**src/logic/sfc_pkg.sv**
```systemverilog
// shared constants, offsets and carrier types of the synthesizer config block
package sfc_pkg;

  ////////////////////////////////////////////////////////////////////////////
  // bus geometry
  localparam int SFC_ADDR_W = 12;
  localparam int SFC_DATA_W = 32;

  // register byte offsets
  localparam logic [11:0] SFC_OFS_PUMP_PRESCALER_MUX = 12'h000;
  localparam logic [11:0] SFC_OFS_FRACTION_UPPER = 12'h004;
  localparam logic [11:0] SFC_OFS_FRAC_CONFIG = 12'h008;
  localparam logic [11:0] SFC_OFS_NUMERATOR_STATUS = 12'h00C;
  localparam logic [11:0] SFC_OFS_DENOMINATOR_STATUS = 12'h010;
  localparam logic [11:0] SFC_OFS_PIN_STATUS = 12'h014;
  localparam logic [11:0] SFC_OFS_COUNT_STATUS = 12'h018;

  ////////////////////////////////////////////////////////////////////////////
  // pump_prescaler_mux_word fields
  localparam int SFC_POS_PUMP_POLARITY = 9;
  localparam int SFC_POS_IF_PRESCALER = 8;
  localparam int SFC_POS_SELECT_LO = 4;
  localparam int SFC_SELECT_W = 4;
  // fraction_upper_word fields
  localparam int SFC_POS_NUM_UPPER_LO = 4;
  localparam int SFC_POS_DEN_UPPER_LO = 14;
  localparam int SFC_UPPER_W = 10;
  // frac config word fields
  localparam int SFC_POS_NUM_LOWER_LO = 0;
  localparam int SFC_POS_DEN_LOWER_LO = 12;
  localparam int SFC_POS_WIDE_FRACTION = 24;
  localparam int SFC_POS_REF_DOUBLER = 25;
  localparam int SFC_LOWER_W = 12;
  localparam int SFC_FRAC_W = 22;
  localparam int SFC_WORD_W = 24;
  localparam int SFC_CFG_W = 26;

  ////////////////////////////////////////////////////////////////////////////
  // reset values: positive pump polarity, pin in high impedance
  localparam logic [23:0] SFC_RST_PUMP_PRESCALER_MUX = 24'h00_0200;
  localparam logic [23:0] SFC_RST_FRACTION_UPPER = 24'h00_0000;
  localparam logic [25:0] SFC_RST_FRAC_CONFIG = 26'h000_0000;
  localparam logic [31:0] SFC_RST_RDATA = 32'h0000_0000;
  localparam logic [3:0] SFC_STRB_FULL = 4'hF;
  localparam logic [1:0] SFC_REF_RATE_SINGLE = 2'h1;
  localparam logic [1:0] SFC_REF_RATE_DOUBLE = 2'h2;

  ////////////////////////////////////////////////////////////////////////////
  // test/lock pin selector codes
  typedef enum logic [3:0] {
    SFC_SEL_HIGH_Z, SFC_SEL_DRIVE_HIGH, SFC_SEL_DRIVE_LOW, SFC_SEL_DIG_BOTH,
    SFC_SEL_DIG_RF, SFC_SEL_DIG_IF, SFC_SEL_OD_ANA_BOTH, SFC_SEL_OD_ANA_RF,
    SFC_SEL_OD_ANA_IF, SFC_SEL_PP_ANA_BOTH, SFC_SEL_PP_ANA_RF, SFC_SEL_PP_ANA_IF,
    SFC_SEL_IF_REF_DIV, SFC_SEL_IF_FB_DIV, SFC_SEL_RF_REF_DIV, SFC_SEL_RF_FB_DIV
  } sfc_select_type;

  // lock detect levels, all four together
  typedef struct packed {
    logic rf_dig;
    logic if_dig;
    logic rf_ana;
    logic if_ana;
  } sfc_lock_type;

  // pin as output value and output enable
  typedef struct packed {
    logic o;
    logic oe;
  } sfc_pin_type;

  // effective fraction
  typedef struct packed {
    logic [21:0] num;
    logic [21:0] den;
  } sfc_frac_type;

endpackage : sfc_pkg

```
**src/logic/sfc_frac_assemble.sv**
```systemverilog
// assembles effective fractional numerator and denominator from the mode bit
`timescale 1ns/1ps
module sfc_frac_assemble
  import sfc_pkg::*;
(
  input wire logic i_clk,
  input wire logic i_rst,
  input wire logic i_wide,
  input wire logic [9:0] i_num_upper,
  input wire logic [11:0] i_num_lower,
  input wire logic [9:0] i_den_upper,
  input wire logic [11:0] i_den_lower,
  output sfc_frac_type o_frac
);

  sfc_frac_type state_q;
  sfc_frac_type state_d;

  ////////////////////////////////////////////////////////////////////////////
  // narrow mode zeroes the upper bits instead of trusting what was written
  always_comb begin
    state_d = state_q;
    if (i_wide) begin
      state_d.num = {i_num_upper, i_num_lower};
      state_d.den = {i_den_upper, i_den_lower};
    end else begin
      state_d.num = {10'h000, i_num_lower};
      state_d.den = {10'h000, i_den_lower};
    end
  end

  // one register stage so the counters see a clean word
  always_ff @(posedge i_clk) begin
    if (i_rst) begin
      state_q <= '0;
    end else begin
      state_q <= state_d;
    end
  end

  assign o_frac = state_q;

endmodule : sfc_frac_assemble

```
**src/logic/sfc_test_lock_mux.sv**
```systemverilog
// drives the test/lock pin from the selector, lock levels and divider pulses
`timescale 1ns/1ps
module sfc_test_lock_mux
  import sfc_pkg::*;
(
  input wire logic i_clk,
  input wire logic i_rst,
  input wire logic [3:0] i_select,
  input sfc_lock_type i_lock,
  input wire logic [3:0] i_div_pulse,
  output sfc_pin_type o_pin
);

  typedef struct packed {
    logic [3:0] half;
    sfc_pin_type pin;
  } sfc_mux_state_type;

  sfc_mux_state_type state_q;
  sfc_mux_state_type state_d;

  ////////////////////////////////////////////////////////////////////////////
  // halvers run always, so a selector change shows an already settled wave
  always_comb begin
    state_d = state_q;
    for (int i = 0; i < 4; i++) begin
      if (i_div_pulse[i]) begin
        state_d.half[i] = ~state_q.half[i];
      end
    end
    state_d.pin.oe = 1'b1;
    state_d.pin.o = 1'b0;
    case (sfc_select_type'(i_select))
      SFC_SEL_HIGH_Z: begin
        state_d.pin.oe = 1'b0;
      end
      SFC_SEL_DRIVE_HIGH: state_d.pin.o = 1'b1;
      SFC_SEL_DRIVE_LOW: state_d.pin.o = 1'b0;
      SFC_SEL_DIG_BOTH: state_d.pin.o = i_lock.rf_dig & i_lock.if_dig;
      SFC_SEL_DIG_RF: state_d.pin.o = i_lock.rf_dig;
      SFC_SEL_DIG_IF: state_d.pin.o = i_lock.if_dig;
      // open drain only pulls low; a high level floats to the pull-up
      SFC_SEL_OD_ANA_BOTH: begin
        state_d.pin.oe = ~(i_lock.rf_ana & i_lock.if_ana);
      end
      SFC_SEL_OD_ANA_RF: state_d.pin.oe = ~i_lock.rf_ana;
      SFC_SEL_OD_ANA_IF: state_d.pin.oe = ~i_lock.if_ana;
      SFC_SEL_PP_ANA_BOTH: state_d.pin.o = i_lock.rf_ana & i_lock.if_ana;
      SFC_SEL_PP_ANA_RF: state_d.pin.o = i_lock.rf_ana;
      SFC_SEL_PP_ANA_IF: state_d.pin.o = i_lock.if_ana;
      SFC_SEL_IF_REF_DIV: state_d.pin.o = state_q.half[0];
      SFC_SEL_IF_FB_DIV: state_d.pin.o = state_q.half[1];
      SFC_SEL_RF_REF_DIV: state_d.pin.o = state_q.half[2];
      default: state_d.pin.o = state_q.half[3];
    endcase
  end

  // pin value and enable leave from flops, no glitches on the pad
  always_ff @(posedge i_clk) begin
    if (i_rst) begin
      state_q <= '0;
    end else begin
      state_q <= state_d;
    end
  end

  assign o_pin = state_q.pin;

endmodule : sfc_test_lock_mux

```
**src/logic/sfc_config_top.sv**
```systemverilog
// apb register bank for pump polarity, prescaler, test/lock pin and fraction
//
// Notes on behaviour
// - bit 9 sets pump polarity, positive default
// - bit 8 picks 8/9 or 16/17 prescaler
// - selector bits 7:4; code zero floats pin
// - codes 1-5: high, low, digital locks push-pull
// - codes 6-11: analog locks, open-drain then push-pull
// - codes 12-15: halved divider outputs, push-pull
// - doubler doubles rf reference rate only
// - narrow mode ignores upper numerator bits
// - wide mode stacks upper numerator above lower
// - denominator follows numerator mode handling
//
// register map, byte offsets
// 0x00 mux word, write only
//   9 pump polarity, 1 positive
//   8 prescaler, 1 picks 16/17
//   7:4 test/lock pin selector
// 0x04 upper word, write only
//   23:14 denominator upper ten
//   13:4 numerator upper ten
// 0x08 config word, write only
//   11:0 numerator lower twelve
//   23:12 denominator lower twelve
//   24 wide fraction mode
//   25 rf reference doubler
// 0x0C effective numerator
// 0x10 effective denominator
// 0x14 pin and synced locks
//   0 pin value, 1 pin enable
//   5:2 rf_dig, if_dig, rf_ana, if_ana
// 0x18 access counters, wrapping
//   15:0 accepted writes, 31:16 refused
// write-only words read as zero
//
// latency from the access edge
//   at that edge: polarity, prescaler, rate
//   one edge later: fraction and pin
//   lock input to pin: three edges
//
// hazards
//   a partial strobe is refused whole
//   status reads snapshot at setup
//
// Decided for this implementation: the register addresses and the APB interface to the registers.
`timescale 1ns/1ps
module sfc_config_top
  import sfc_pkg::*;
(
  input wire logic I_SYS_CLK,
  input wire logic I_RST,
  // apb slave
  input wire logic I_PSEL,
  input wire logic I_PENABLE,
  input wire logic I_PWRITE,
  input wire logic [11:0] I_PADDR,
  input wire logic [31:0] I_PWDATA,
  input wire logic [3:0] I_PSTRB,
  output logic O_PREADY,
  output logic [31:0] O_PRDATA,
  output logic O_PSLVERR,
  // lock detect levels from the loops, asynchronous
  input wire logic I_RF_DIG_LOCK,
  input wire logic I_IF_DIG_LOCK,
  input wire logic I_RF_ANA_LOCK,
  input wire logic I_IF_ANA_LOCK,
  // divider terminal-count pulses, on the system clock
  input wire logic I_IF_REF_DIV_PULSE,
  input wire logic I_IF_FB_DIV_PULSE,
  input wire logic I_RF_REF_DIV_PULSE,
  input wire logic I_RF_FB_DIV_PULSE,
  // configuration towards the loops
  output logic O_RF_PUMP_POSITIVE,
  output logic O_IF_PRESCALER_16_17,
  output logic [1:0] O_RF_REF_RATE,
  output logic [1:0] O_IF_REF_RATE,
  output logic O_WIDE_FRACTION,
  output logic [21:0] O_FRAC_NUMERATOR,
  output logic [21:0] O_FRAC_DENOMINATOR,
  // test/lock pin
  output logic O_TEST_LOCK_PIN_O,
  output logic O_TEST_LOCK_PIN_OE
);

  ////////////////////////////////////////////////////////////////////////////
  // whole state of the bank
  typedef struct packed {
    logic [23:0] mux_word;
    logic [23:0] upper_word;
    logic [25:0] cfg_word;
    logic [31:0] rdata;
    sfc_lock_type lock_meta;
    sfc_lock_type lock_sync;
    logic [15:0] write_count;
    logic [15:0] reject_count;
  } sfc_top_state_type;

  sfc_top_state_type state_q;
  sfc_top_state_type state_d;

  // bus phase
  logic setup_phase;
  logic access_phase;

  // decoded register selects
  logic hit_mux;
  logic hit_upper;
  logic hit_cfg;
  logic hit_num_stat;
  logic hit_den_stat;
  logic hit_pin_stat;
  logic hit_cnt_stat;

  // write qualification
  logic hit_writable;
  logic hit_any;
  logic full_strobe;
  logic write_ok;
  logic write_bad;

  // links to the sub-blocks
  logic [3:0] div_pulse;
  sfc_frac_type frac;
  sfc_pin_type pin;

  // fields of the held words
  logic [3:0] select_field;
  logic [9:0] num_upper_field;
  logic [9:0] den_upper_field;
  logic [11:0] num_lower_field;
  logic [11:0] den_lower_field;
  logic wide_mode;
  logic doubler_on;

  ////////////////////////////////////////////////////////////////////////////
  // apb phase and address decode
  assign setup_phase = I_PSEL & ~I_PENABLE;
  assign access_phase = I_PSEL & I_PENABLE;

  // full byte addresses, so a misaligned address is simply unmapped
  always_comb begin
    hit_mux = 1'b0;
    hit_upper = 1'b0;
    hit_cfg = 1'b0;
    hit_num_stat = 1'b0;
    hit_den_stat = 1'b0;
    hit_pin_stat = 1'b0;
    hit_cnt_stat = 1'b0;
    // at most one select is raised
    if (I_PADDR == SFC_OFS_PUMP_PRESCALER_MUX) begin
      hit_mux = 1'b1;
    end else if (I_PADDR == SFC_OFS_FRACTION_UPPER) begin
      hit_upper = 1'b1;
    end else if (I_PADDR == SFC_OFS_FRAC_CONFIG) begin
      hit_cfg = 1'b1;
    end else if (I_PADDR == SFC_OFS_NUMERATOR_STATUS) begin
      hit_num_stat = 1'b1;
    end else if (I_PADDR == SFC_OFS_DENOMINATOR_STATUS) begin
      hit_den_stat = 1'b1;
    end else if (I_PADDR == SFC_OFS_PIN_STATUS) begin
      hit_pin_stat = 1'b1;
    end else if (I_PADDR == SFC_OFS_COUNT_STATUS) begin
      hit_cnt_stat = 1'b1;
    end
  end

  assign hit_writable = hit_mux | hit_upper | hit_cfg;
  assign hit_any = hit_writable | hit_num_stat | hit_den_stat | hit_pin_stat | hit_cnt_stat;
  assign full_strobe = (I_PSTRB == SFC_STRB_FULL);

  // a partial strobe would leave a half-updated field, so it is refused
  assign write_ok = access_phase & I_PWRITE & hit_writable & full_strobe;
  assign write_bad = access_phase & I_PWRITE & ~(hit_writable & full_strobe);

  // zero wait states; errors for unmapped, read-only or partial writes
  assign O_PREADY = 1'b1;
  assign O_PSLVERR = access_phase & (~hit_any | write_bad);

  ////////////////////////////////////////////////////////////////////////////
  // next state: register writes, read snapshot, lock synchronisers
  always_comb begin
    state_d = state_q;
    // first stage feeds only the second stage
    state_d.lock_meta = '{rf_dig: I_RF_DIG_LOCK, if_dig: I_IF_DIG_LOCK,
                          rf_ana: I_RF_ANA_LOCK, if_ana: I_IF_ANA_LOCK};
    state_d.lock_sync = state_q.lock_meta;

    // whole word lands at the access edge, never field by field
    if (write_ok) begin
      if (hit_mux) begin
        state_d.mux_word = I_PWDATA[SFC_WORD_W-1:0];
      end else if (hit_upper) begin
        state_d.upper_word = I_PWDATA[SFC_WORD_W-1:0];
      end else begin
        state_d.cfg_word = I_PWDATA[SFC_CFG_W-1:0];
      end
      // counters are a status aid only, they wrap
      state_d.write_count = state_q.write_count + 16'h0001;
    end else if (write_bad | (access_phase & ~hit_any)) begin
      // unmapped reads count as refused too
      state_d.reject_count = state_q.reject_count + 16'h0001;
    end

    // read data is captured in setup and held through the access phase
    if (setup_phase) begin
      // write-only and unmapped words read as zero
      state_d.rdata = SFC_RST_RDATA;
      if (~I_PWRITE) begin
        // status words are zero-extended to the bus
        if (hit_num_stat) begin
          state_d.rdata = {10'h000, frac.num};
        end else if (hit_den_stat) begin
          state_d.rdata = {10'h000, frac.den};
        end else if (hit_pin_stat) begin
          state_d.rdata = {26'h000_0000, state_q.lock_sync, pin.oe, pin.o};
        end else if (hit_cnt_stat) begin
          state_d.rdata = {state_q.reject_count, state_q.write_count};
        end
      end
    end
  end

  // one clocked process for the whole bank
  always_ff @(posedge I_SYS_CLK) begin
    if (I_RST) begin
      state_q.mux_word <= SFC_RST_PUMP_PRESCALER_MUX;
      state_q.upper_word <= SFC_RST_FRACTION_UPPER;
      state_q.cfg_word <= SFC_RST_FRAC_CONFIG;
      state_q.rdata <= SFC_RST_RDATA;
      // syncs restart low: locks read as unlocked
      state_q.lock_meta <= '0;
      state_q.lock_sync <= '0;
      state_q.write_count <= 16'h0000;
      state_q.reject_count <= 16'h0000;
    end else begin
      state_q <= state_d;
    end
  end

  assign O_PRDATA = state_q.rdata;

  ////////////////////////////////////////////////////////////////////////////
  // fields of the held words, named once for every user
  assign select_field = state_q.mux_word[SFC_POS_SELECT_LO +: SFC_SELECT_W];
  assign num_upper_field = state_q.upper_word[SFC_POS_NUM_UPPER_LO +: SFC_UPPER_W];
  assign den_upper_field = state_q.upper_word[SFC_POS_DEN_UPPER_LO +: SFC_UPPER_W];
  assign num_lower_field = state_q.cfg_word[SFC_POS_NUM_LOWER_LO +: SFC_LOWER_W];
  assign den_lower_field = state_q.cfg_word[SFC_POS_DEN_LOWER_LO +: SFC_LOWER_W];
  assign wide_mode = state_q.cfg_word[SFC_POS_WIDE_FRACTION];
  assign doubler_on = state_q.cfg_word[SFC_POS_REF_DOUBLER];

  ////////////////////////////////////////////////////////////////////////////
  // loop configuration outputs, straight from the held words
  assign O_RF_PUMP_POSITIVE = state_q.mux_word[SFC_POS_PUMP_POLARITY];
  assign O_IF_PRESCALER_16_17 = state_q.mux_word[SFC_POS_IF_PRESCALER];

  // mode bit leaves with no extra stage
  assign O_WIDE_FRACTION = wide_mode;

  // rate is a count step per reference edge; if side never doubles
  assign O_RF_REF_RATE = doubler_on ?
                         SFC_REF_RATE_DOUBLE : SFC_REF_RATE_SINGLE;
  assign O_IF_REF_RATE = SFC_REF_RATE_SINGLE;

  ////////////////////////////////////////////////////////////////////////////
  // fraction assembly
  // narrow mode is settled inside the assembler
  sfc_frac_assemble u_frac (
    .i_clk(I_SYS_CLK),
    .i_rst(I_RST),
    .i_wide(wide_mode),
    .i_num_upper(num_upper_field),
    .i_num_lower(num_lower_field),
    .i_den_upper(den_upper_field),
    .i_den_lower(den_lower_field),
    .o_frac(frac)
  );

  // fraction outputs carry the assembly stage
  assign O_FRAC_NUMERATOR = frac.num;
  assign O_FRAC_DENOMINATOR = frac.den;

  ////////////////////////////////////////////////////////////////////////////
  // test/lock pin
  assign div_pulse = {I_RF_FB_DIV_PULSE, I_RF_REF_DIV_PULSE,
                      I_IF_FB_DIV_PULSE, I_IF_REF_DIV_PULSE};

  // lock levels reach the mux already synchronised
  sfc_test_lock_mux u_mux (
    .i_clk(I_SYS_CLK),
    .i_rst(I_RST),
    .i_select(select_field),
    .i_lock(state_q.lock_sync),
    .i_div_pulse(div_pulse),
    .o_pin(pin)
  );

  // enable high means the pad drives
  assign O_TEST_LOCK_PIN_O = pin.o;
  assign O_TEST_LOCK_PIN_OE = pin.oe;

endmodule : sfc_config_top

```
**config.mk**
```make
export PLATFORM = sky130hd
export DESIGN_NAME = sfc_config_top
export DESIGN_NICKNAME = d
export VERILOG_FILES = /design/src/logic/sfc_pkg.sv /design/src/logic/sfc_frac_assemble.sv /design/src/logic/sfc_test_lock_mux.sv /design/src/logic/sfc_config_top.sv
export SDC_FILE = /design/constraint.sdc
export NUM_CORES = 1
export LEC_CHECK = 0
export ABC_AREA = 1
export BUFFER_PORTS_ARGS = -buffer_cell sky130_fd_sc_hd__buf_2
export CORE_ASPECT_RATIO = 0.7
export CORE_MARGIN = 2
export CORE_UTILIZATION = 57
export CTS_BUF_LIST = sky130_fd_sc_hd__clkbuf_4 sky130_fd_sc_hd__clkbuf_8
export CTS_CLUSTER_DIAMETER = 80
export CTS_CLUSTER_SIZE = 30
export DETAILED_ROUTE_END_ITERATION = 10
export PLACE_DENSITY = 0.82
export SLEW_MARGIN = 0
export SYNTH_ARGS = -nofsm -noshare
export SYNTH_HDL_FRONTEND = slang
export SYNTH_SLANG_ARGS = --single-unit
```
**constraint.sdc**
```tcl
create_clock -name I_SYS_CLK -period 3.1 [get_ports I_SYS_CLK]
set_input_delay 0.93 -clock I_SYS_CLK [delete_from_list [all_inputs] [get_ports I_SYS_CLK]]
set_output_delay 0.93 -clock I_SYS_CLK [all_outputs]
set_load 0.005 [all_outputs]
```
== Yosys cells after proc, flatten, opt, wreduce, memory -nomap -nowiden ==
Index checks and enable logic that the tools add are counted.

* Logic and storage cells: 124
* Bits of input ports: 61
* Output and inout bits: 87
* Flip-flop bits (word level): 182

* Reductions and logical operators: 8
* Bitwise operators: 33
* Equality and inequality tests: 21
* Add/subtract/negate cells: 2
* Multiplexer cells: 36

{| class="wikitable"
|+ Operators with widths
! operator !! number
|-
| 2-to-1 mux 32 bit || 5
|-
| == test 12 x 5 -> 1 bit (second input constant) || 3
|-
| adder 16 x 1 -> 16 bit (second input constant) || 2
|-
| == test 4 bit (second input constant) || 8
|-
| 2-to-1 mux 1 bit || 28
|-
| == test 12 x 4 -> 1 bit (second input constant) || 2
|-
| == test 4 x 3 -> 1 bit (second input constant) || 4
|-
| NOT 1 bit || 14
|-
| == test 12 x 3 -> 1 bit (second input constant) || 1
|-
| zero test 12 bit || 1
|-
| bitwise AND 1 bit || 11
|-
| one-hot mux 1 bit (11 select lines) || 1
|-
| == test 4 x 2 -> 1 bit (second input constant) || 2
|-
| bitwise OR 1 bit || 8
|-
| AND reduction 3 bit || 2
|-
| OR reduction 5 bit || 1
|-
| == test 4 x 1 -> 1 bit (second input constant) || 1
|-
| zero test 4 bit || 1
|-
| one-hot mux 1 bit (4 select lines) || 1
|-
| AND reduction 2 bit || 2
|-
| 2-to-1 mux 2 bit || 1
|-
| OR reduction 2 bit || 1
|}

== Depth between registers and ports, before layout ==
Gate-level depths: netlist (run 1).

* Depth in word-level cells: 13
* Mapped depth: 11
* Depth with buffers taken out: 10

== Cells and area by module ==
Synthesis (run 1) repeated with hierarchy kept, for this count alone.

* Cell total of the unflattened synthesis: 1061
* Area total of the unflattened synthesis: 7749.9 um^2

{| class="wikitable"
|+ Modules (own cells, without submodules)
! module !! seq. area each (um^2) !! cells an instance !! times used !! area each (um^2)
|-
| sfc_config_top || 2482.4 || 855 || 1 || 6022.0
|-
| sfc_frac_assemble || 880.8 || 139 || 1 || 1325.0
|-
| sfc_test_lock_mux || 120.1 || 67 || 1 || 402.9
|}

== Worst setup path after synthesis (run 1) ==
OpenSTA, ideal clock, no wires.

* Kind: in2out
* Start: input port I_PADDR[11]
* End: output port O_PSLVERR
* Arrival time: 1.820 ns
* Path buffers: 0
* Stages: 8
* Data required time: 2.170 ns
* Path slack: 0.350 ns
* Cell sequence: nor2_1 > nand2_2 > nor2_4 > nand3_1 > nand2_2 > nand2_1 > nand2_1 > inv_1

* Longest elaborated chain between the ends: 12
* Elaborated cells between the ends (all ways): 47
* Those cells by class: eq/ne: 6; mux: 28; bitwise: 12; reduce/logical: 1

{| class="wikitable"
|+ RTL lines
! what !! line !! RTL
|-
| start: declaration || sfc_config_top.sv:57 || <nowiki>input wire logic [11:0] I_PADDR,</nowiki>
|-
| == test 12 x 3 -> 1 bit (tied with other cells) || sfc_config_top.sv:153 || <nowiki>end else if (I_PADDR == SFC_OFS_FRACTION_UPPER) begin</nowiki>
|-
| 2-to-1 mux 1 bit (tied with other cells) || sfc_config_top.sv:153 ||
|-
| 2-to-1 mux 1 bit (tied with other cells) || sfc_config_top.sv:151 || <nowiki>if (I_PADDR == SFC_OFS_PUMP_PRESCALER_MUX) begin</nowiki>
|-
| bitwise OR 1 bit (tied with other cells) (2 in series) || sfc_config_top.sv:168 || <nowiki>assign hit_writable = hit_mux | hit_upper | hit_cfg;</nowiki>
|-
| bitwise OR 1 bit (tied with other cells) (2 in series) || sfc_config_top.sv:169 || <nowiki>assign hit_any = hit_writable | hit_num_stat | hit_den_stat | hit_pin_stat | hit_cnt_stat;</nowiki>
|-
| bitwise OR 1 bit or 2-to-1 mux 1 bit (tied branches) || sfc_config_top.sv:169, sfc_config_top.sv:151 ||
|-
| bitwise OR 1 bit || sfc_config_top.sv:169 ||
|-
| NOT 1 bit || sfc_config_top.sv:178 || <nowiki>assign O_PSLVERR = access_phase & (~hit_any | write_bad);</nowiki>
|-
| bitwise OR 1 bit * || sfc_config_top.sv:178 ||
|-
| bitwise AND 1 bit * || sfc_config_top.sv:178 ||
|-
| end: declaration || sfc_config_top.sv:62 || <nowiki>output logic O_PSLVERR,</nowiki>
|}

Every way passes the cells marked *; elsewhere a longest branch is shown, timed or not.

== Final worst setup path (run 1) ==
Same ends and word-level chain as after synthesis.

==> reports/metrics.yaml, run 1 <==
floorplanning:
  ios: 148
  rows: 35
  die_area_mm2: 0.0142
  die_h_um: 100
  core_area_mm2: 0.0131
  die_w_um: 142
  start_util_pct: 57.8
power:
  internal_power_w: 0.00293
  peakVddDrop_uv: 341
  p_leak_nw: 3.68
  p_sw_w: 0.00104
  power_density_mw_per_mm2: 471
  p_comb_share_pct: 4.5
  p_clk_share_pct: 38.7
  pwr-share-seq_pct: 56.8
  swShare_pct: 26.1
  finalPower_w: 0.00397
worst_setup_path:
  setup.worst_path.end_class: "output port"
  rr_worst_depth: 6
  r2r_end: "state_q[26]$_SDFFE_PP0P_"
  worst_setup_path_start_kind: "input port"
  r2r_slack_ns: 1.41
  cp_data_required_time_ns: 2.17
  worstSetupPathType: "input port to output port"
  path_max_fanout: 4
  timing.rr.start: "state_q[18]$_SDFFE_PP0P_"
  cp.arrival_ns: 2.01
sta:
  rsz0062_at_grt: "no"
  fin_ws_ns: 0.156
  finalMaxSlewViolations: 0
  max_slew_margin_pct: 34.4
  min_period_ns: 2.94
  fmax_mhz: 340
  hold_viol: 0
  tightest_slew_ns: 0.984
  finalSetupViolCount: 0
  post-route-period-util_pct: 95.0
  hold_slack_ns: 0.408
  finalClockSkew_ns: 0.0211
  setup_tns_ns: 0
detailed_routing:
  antenna_left: 0
  drt-met1-wl_mm: 9.10
  wire_per_inst_um: 14.8
  drt-pass1-iter-count: 6
  vias: 6697
  drc: 0
  wl_met3_mm: 1.28
  drtIter0Drc: 528
  routed.top_layer: "met5"
  viasPerCell: 5.24
  wirelength_mm: 18.9
  route.met2.wl_mm: 8.33
clock_tree:
  numClockSinks: 174
  post_cts_buffers: 0
  clk_pin_slew_ns: 0.11
  cts-hold-fix-buffers: 0
  cts_tree: "done"
  cts_resized: 0
  cts_htree_levels: 4
  cts_made_buffers: 17
  insertion_delay_ns: 0.46
  clk_path_buf_depth: 2
  clockRootBuffer: "clkbuf_8"
run_status:
  status: "complete, no violations"
place:
  hpwl_mm: 13.7
  place_inst: 1245
  place_congestion: 0.950
  io_buffers: 138
  dp_worst_setup_slack_ns: 0.123
job:
  drv_cap: 0
global_routing:
  grt_usage_pct: 27.0
  grt_overflow: 0
  first_global_vias: 6010
  antenna_found_initial: 1
  grt_max_degree: 94
  grt_pass1_wl_mm: 30.0
logic_synthesis:
  synth-async-reset-ratio_pct: 0
  yosys-top-cells-area: "dfxtp_1 (46%), a21oi_1 (7.4%), nand2_1 (7.2%), inv_1 (5.7%), nor2_1 (5.7%)"
  synth_seq_cells: 174
  yosysWarnings: 0
  synth_top_area_share_pct: 46.2
  synthFlopType: "dfxtp_1"
  yosysMostFrequentCell: "dfxtp_1"
  yosysSeqAreaShare_pct: 46.2
  yosys.cell_types.count: 38
  ys_top_cells_by_count: "dfxtp_1 (174), nand2_1 (145), inv_1 (114), nor2_1 (114), a21oi_1 (112)"
  syn_area_mm2: 0.00755
  netlist.top_cell.by_area: "dfxtp_1"
  avgSynthCellArea_um2: 7.48
  synth-edff-count: 0
  synthCells: 1009
min_path:
  hold_path_end: "state_q[33]$_SDFF_PP0_"
  hp-start: "state_d[33]$_SDFF_PP0_"
  holdPathStages: 2
  worst_hold_path_type: "register to register"
cells_and_area:
  nets: 1161
  instances_no_fill: 1277
  nFillCells: 1187
  area_delta_synth_final_pct: 11.8
  diodes: 0
  drive_above_1_share_pct: 18.8
-- layout by cell type, fill, tap and decap left out, drive strengths merged, types with 11 or more instances in the layout --
cell type | netlist | layout
a21oi | 112 | 112
buf | 55 | 155
clkbuf | 31 | 18
dfxtp | 174 | 174
inv | 120 | 128
nand2 | 149 | 149
nand3 | 70 | 70
nand4 | 11 | 11
nor2 | 118 | 118
nor3 | 13 | 13
o21ai | 97 | 97
o21bai | 22 | 22
xor2 | 17 | 17
-- worst max-delay path by stage --
stage,startpoint,end,slack [ns],cells after the start
floorplan,I_PADDR[11],O_PSLVERR,0.35,8
global placement,I_PADDR[11],O_PSLVERR,0.13,10
detailed placement,I_PADDR[11],O_PSLVERR,0.12,10
CTS,I_PADDR[11],O_PSLVERR,0.12,10
global route,I_PADDR[0],O_PSLVERR,0.03,10
finish,I_PADDR[11],O_PSLVERR,0.16,10
-- sequential cells by signal, summed over array words and instances, names as in the netlist --
| name | count |
|---|---|
| den_upper_field | 10 |
| O_RF_PUMP_POSITIVE | 1 |
| select_field | 4 |
| u_frac.o_frac | 44 |
| doubler_on | 1 |
| u_mux.o_pin | 2 |
| O_IF_PRESCALER_16_17 | 1 |
| state_q | 36 |
| num_upper_field | 10 |
| u_mux.state_q | 4 |
| O_WIDE_FRACTION | 1 |
| num_lower_field | 12 |
| den_lower_field | 12 |
| state_d | 4 |
| O_PRDATA | 32 |
-- worst max-delay path, cell delays in order --
cell and delay [ns]:
buf_2 0.09, nor2_1 0.12, nand2_2 0.11, nor2_4 0.17, nand3_1 0.10, nand2_2 0.08
nand2_1 0.08, nand2_1 0.16, inv_1 0.05, buf_2 0.12
-- cells by family (layout without fill, tap and decap cells) --
group           after synthesis  after routing  synth area share, %
simple gates                367            367                 21.3
compound gates              236            236                 16.5
buf+inv                     206            307                 13.0
flops                       174            174                 46.2
xor+xnor                     22             22                 2.55
fa+ha+maj                     2              2                0.332
other cells                   2              3               0.0995
-- metal layers --
| metal | track usage [%] | vias to the layer above |
|---|---|---|
| met5 | 0 | - |
| met4 | 7.08 | 2 |
| met3 | 6.58 | 21 |
| met2 | 42.7 | 212 |
| met1 | 37.4 | 3078 |
| li1 | - | 3384 |
-- power groups by stage --
stage          Clock, W  Sequential [W]  Combinational, W
2_1_floorplan         0         0.00230          0.000107
3_3_place_gp          0         0.00231          0.000173
3_5_place_dp          0         0.00231          0.000176
4_1_cts         0.00156         0.00225          0.000177
5_1_grt         0.00165         0.00226          0.000198
6_report        0.00154         0.00226          0.000177
-- cell type report --
| type | instances | area, um2 | share of cell area (%) |
|---|---|---|---|
| multi-input cells | 630 | 3080 | 36.6 |
| flip-flops and latches | 174 | 3480 | 41.3 |
| clock buffers | 18 | 248 | 2.94 |
| inverters | 120 | 450 | 5.34 |
| repair buffers | 155 | 818 | 9.70 |
| clock inverters | 14 | 143 | 1.69 |
| well taps | 166 | 208 | 2.46 |
-- through the flow --
step | utilization (%) | cell area (um2)
floorplan | - | 7550
global placement | 61.6 | 8040
detailed placement | 61.6 | 8040
CTS | 64.6 | 8430
global route | 64.6 | 8430
finish | 64.6 | 8430
No activity file was read; power rests on OpenSTA's default activity.
==> run 2: changes to the inputs <==
--- a/config.mk
+++ b/config.mk
@@ -7,6 +7,7 @@
 export LEC_CHECK = 0
 export ABC_AREA = 1
 export BUFFER_PORTS_ARGS = -buffer_cell sky130_fd_sc_hd__buf_2
+export CAP_MARGIN = 20
 export CORE_ASPECT_RATIO = 0.7
 export CORE_MARGIN = 2
 export CORE_UTILIZATION = 57
@@ -15,6 +16,7 @@
 export CTS_CLUSTER_SIZE = 30
 export DETAILED_ROUTE_END_ITERATION = 10
 export PLACE_DENSITY = 0.82
+export REMOVE_ABC_BUFFERS = 1
 export SLEW_MARGIN = 0
 export SYNTH_ARGS = -nofsm -noshare
 export SYNTH_HDL_FRONTEND = slang
==> constraint.sdc (replaced) <==
create_clock -name I_SYS_CLK -period 3.2 [get_ports I_SYS_CLK]
set_input_delay 0.96 -clock I_SYS_CLK [delete_from_list [all_inputs] [get_ports I_SYS_CLK]]
set_output_delay 0.96 -clock I_SYS_CLK [all_outputs]
set_load 0.005 [all_outputs]
==> run 2 against run 1 <==
First-iteration DRC count decreased by 8.5%. Via count decreased by 1.1%. Count of clock-buffer cells in the layout did not move. Worst hold slack better by 0.0010 ns. Clock power barely moved. Sequential share of layout area shrank 0.20 points. Sequential power down 3%. Largest power group unchanged. Largest cell class unchanged. Final area grew 0.47%.
==> reports/metrics.yaml, run 2 (synthesis gave the netlist of run 1 again) <==
global_routing:
  top_usage_layer: "met2"  # unchanged
  met2_usage_pct: 39.5  # was 42.7%
  antenna_found_initial: 0  # was 1
  grt_use_met3_pct: 7.97  # was 6.58%
  grt_usage_pct: 26.4  # was 27.0%
  first_global_vias: 6026  # was 6,010
  grt_util_met1_pct: 37.8  # was 37.4%
  grt_max_degree: 94  # unchanged
  grt_pass1_wl_mm: 29.8  # was 30.0 mm
  grt_overflow: 0  # unchanged
floorplanning:
  ios: 148  # unchanged
  core_area_mm2: 0.0131  # unchanged
  start_util_pct: 57.8  # unchanged
  die_area_mm2: 0.0142  # unchanged
  rows: 35  # unchanged
  die_w_um: 142  # unchanged
  die_h_um: 100  # unchanged
sta:
  fmax_mhz: 336
  rsz0062_at_grt: "no"  # unchanged
  max_slew_margin_pct: 31.9  # was 34.4%
  finalClockSkew_ns: 0.0157  # was 0.0211 ns
  hold_viol: 0  # unchanged
  post-route-period-util_pct: 92.9
  tightest_slew_ns: 1.02  # was 0.984 ns
  setup_tns_ns: 0  # unchanged
  min_period_ns: 2.97
  finalMaxSlewViolations: 0  # unchanged
  finalSetupViolCount: 0  # unchanged
  fin_ws_ns: 0.226  # was 0.156 ns
clock_tree:
  clockRootBuffer: "clkbuf_8"  # unchanged
  cts_htree_levels: 4  # unchanged
  insertion_delay_ns: 0.46  # about the same
  cts_tree: "done"  # unchanged
  clk_pin_slew_ns: 0.09  # was 0.11 ns
  post_cts_buffers: 0  # unchanged
  clk_path_buf_depth: 2  # unchanged
  cts_resized: 0  # unchanged
  numClockSinks: 174  # unchanged
  cts-hold-fix-buffers: 0  # unchanged
  cts_made_buffers: 17  # unchanged
worst_setup_path:
  r2r_end: "state_q[26]$_SDFFE_PP0P_"  # unchanged
  cp_data_required_time_ns: 2.24  # was 2.17 ns
  crit_start: "I_PADDR[11]"  # unchanged
  endpoint: "O_PSLVERR"  # unchanged
  rr_worst_depth: 6  # unchanged
  worstSetupPathType: "input port to output port"  # unchanged
  cp.arrival_ns: 2.01  # about the same
  r2r_slack_ns: 1.50  # was 1.41 ns
  path_max_fanout: 4  # unchanged
  timing.rr.start: "state_q[19]$_SDFFE_PP0P_"  # was state_q[18]$_SDFFE_PP0P_
  worst_setup_path_start_kind: "input port"  # unchanged
  setup.worst_path.end_class: "output port"  # unchanged
cells_and_area:
  diodes: 0  # unchanged
  final_cell_mix: "dfxtp_1 (174), nand2_1 (145), buf_2 (138)"  # unchanged
  utilization_pct: 64.9  # was 64.6%
  largest_reg_flops: 44  # unchanged
  area_delta_synth_final_pct: 12.3  # was 11.8%
  final_area_mm2: 0.00847  # was 0.00843 mm2
  nets: 1161  # unchanged
  layout_commonest_cell: "dfxtp_1"  # unchanged
  drive_above_1_share_pct: 18.9  # was 18.8%
detailed_routing:
  drtIter0Drc: 483  # was 528
  drt-pass1-iter-count: 5  # was 6
  wire_per_inst_um: 14.3  # was 14.8 um
  viasPerCell: 5.18  # was 5.24
  wirelength_mm: 18.3  # was 18.9 mm
  drc: 0  # unchanged
  antenna_left: 0  # unchanged
  vias: 6620  # was 6,697
place:
  dp_worst_setup_slack_ns: 0.224  # was 0.123 ns
  hpwl_mm: 12.3  # was 13.7 mm
  dpl_cell_area_mm2: 0.00806  # was 0.00804 mm2
  place_congestion: 0.886  # was 0.950
  io_buffers: 138  # unchanged
job:
  drv_cap: 0  # unchanged
power:
  peakVddDrop_uv: 300  # was 341 uV
  p_leak_nw: 3.70  # was 3.68 nW
  power_density_mw_per_mm2: 460  # was 471 mW/mm2
run_status:
  status: "complete, no violations"  # unchanged
min_path:
  worst_hold_path_type: "register to register"  # unchanged
-- run 2: cell types whose count changed in the layout (fill, tap and decap cells not counted), sizes merged --
| cell | change |
|---|---|
| inv | -1 |
| clkinv | +2 |
| clkinvlp | -1 |
-- run 2: per-stage QoR --
stage	instances	total power [W]	hold WS [ns]
floorplan	924	0.00231	0.388
global placement	1245	0.00240	0.395
detailed placement	1245	0.00240	0.396
CTS	1277	0.00392	0.411
global route	1277	0.00403	0.428
finish	1277	0.00390	0.409
-- run 2: critical path, cell delays in order --
cell,delay [ns]
buf_2,0.09
nor2_1,0.12
nand2_2,0.11
nor2_4,0.17
nand3_1,0.10
nand2_2,0.08
nand2_1,0.10
nand2_1,0.12
inv_1,0.04
buf_2,0.12
-- run 2: worst min-delay path by stage --
stage / from / endpoint / slack (ns) / cells past startpoint
2_1_floorplan: state_d[32]$_SDFF_PP0_ / state_q[32]$_SDFF_PP0_ / 0.39 / 2
3_3_place_gp: state_d[34]$_SDFF_PP0_ / state_q[34]$_SDFF_PP0_ / 0.40 / 2
3_5_place_dp: state_d[32]$_SDFF_PP0_ / state_q[32]$_SDFF_PP0_ / 0.40 / 2
4_1_cts: state_d[32]$_SDFF_PP0_ / state_q[32]$_SDFF_PP0_ / 0.41 / 2
5_1_grt: state_d[34]$_SDFF_PP0_ / state_q[34]$_SDFF_PP0_ / 0.43 / 2
6_report: state_d[32]$_SDFF_PP0_ / state_q[32]$_SDFF_PP0_ / 0.41 / 2
-- run 2: routing by layer --
layer | up-vias | part of all wire [%]
li1 | 3390 | -
met5 | - | 0
met1 | 2967 | 49
met2 | 239 | 41
met3 | 24 | 8.8
met4 | 0 | 1.2
-- run 2: area by class of cell --
cell class,count,area (um2)
fillers,1192,4580
flip-flops and latches,174,3480
multi-input cells,630,3090
repair buffers,155,831
inverters,120,450
clock buffers,18,248
well taps,166,208
clock inverters,14,168
-- run 2: power breakdown --
group | internal, W | leakage, nW | switching, W | total (W)
sequential | 0.00218 | 1.40 | 0.00000875 | 0.00219
clock | 0.000617 | 0.208 | 0.000925 | 0.00154
combinational | 0.0000616 | 2.08 | 0.000109 | 0.000171
total | 0.00286 | 3.70 | 0.00104 | 0.00390
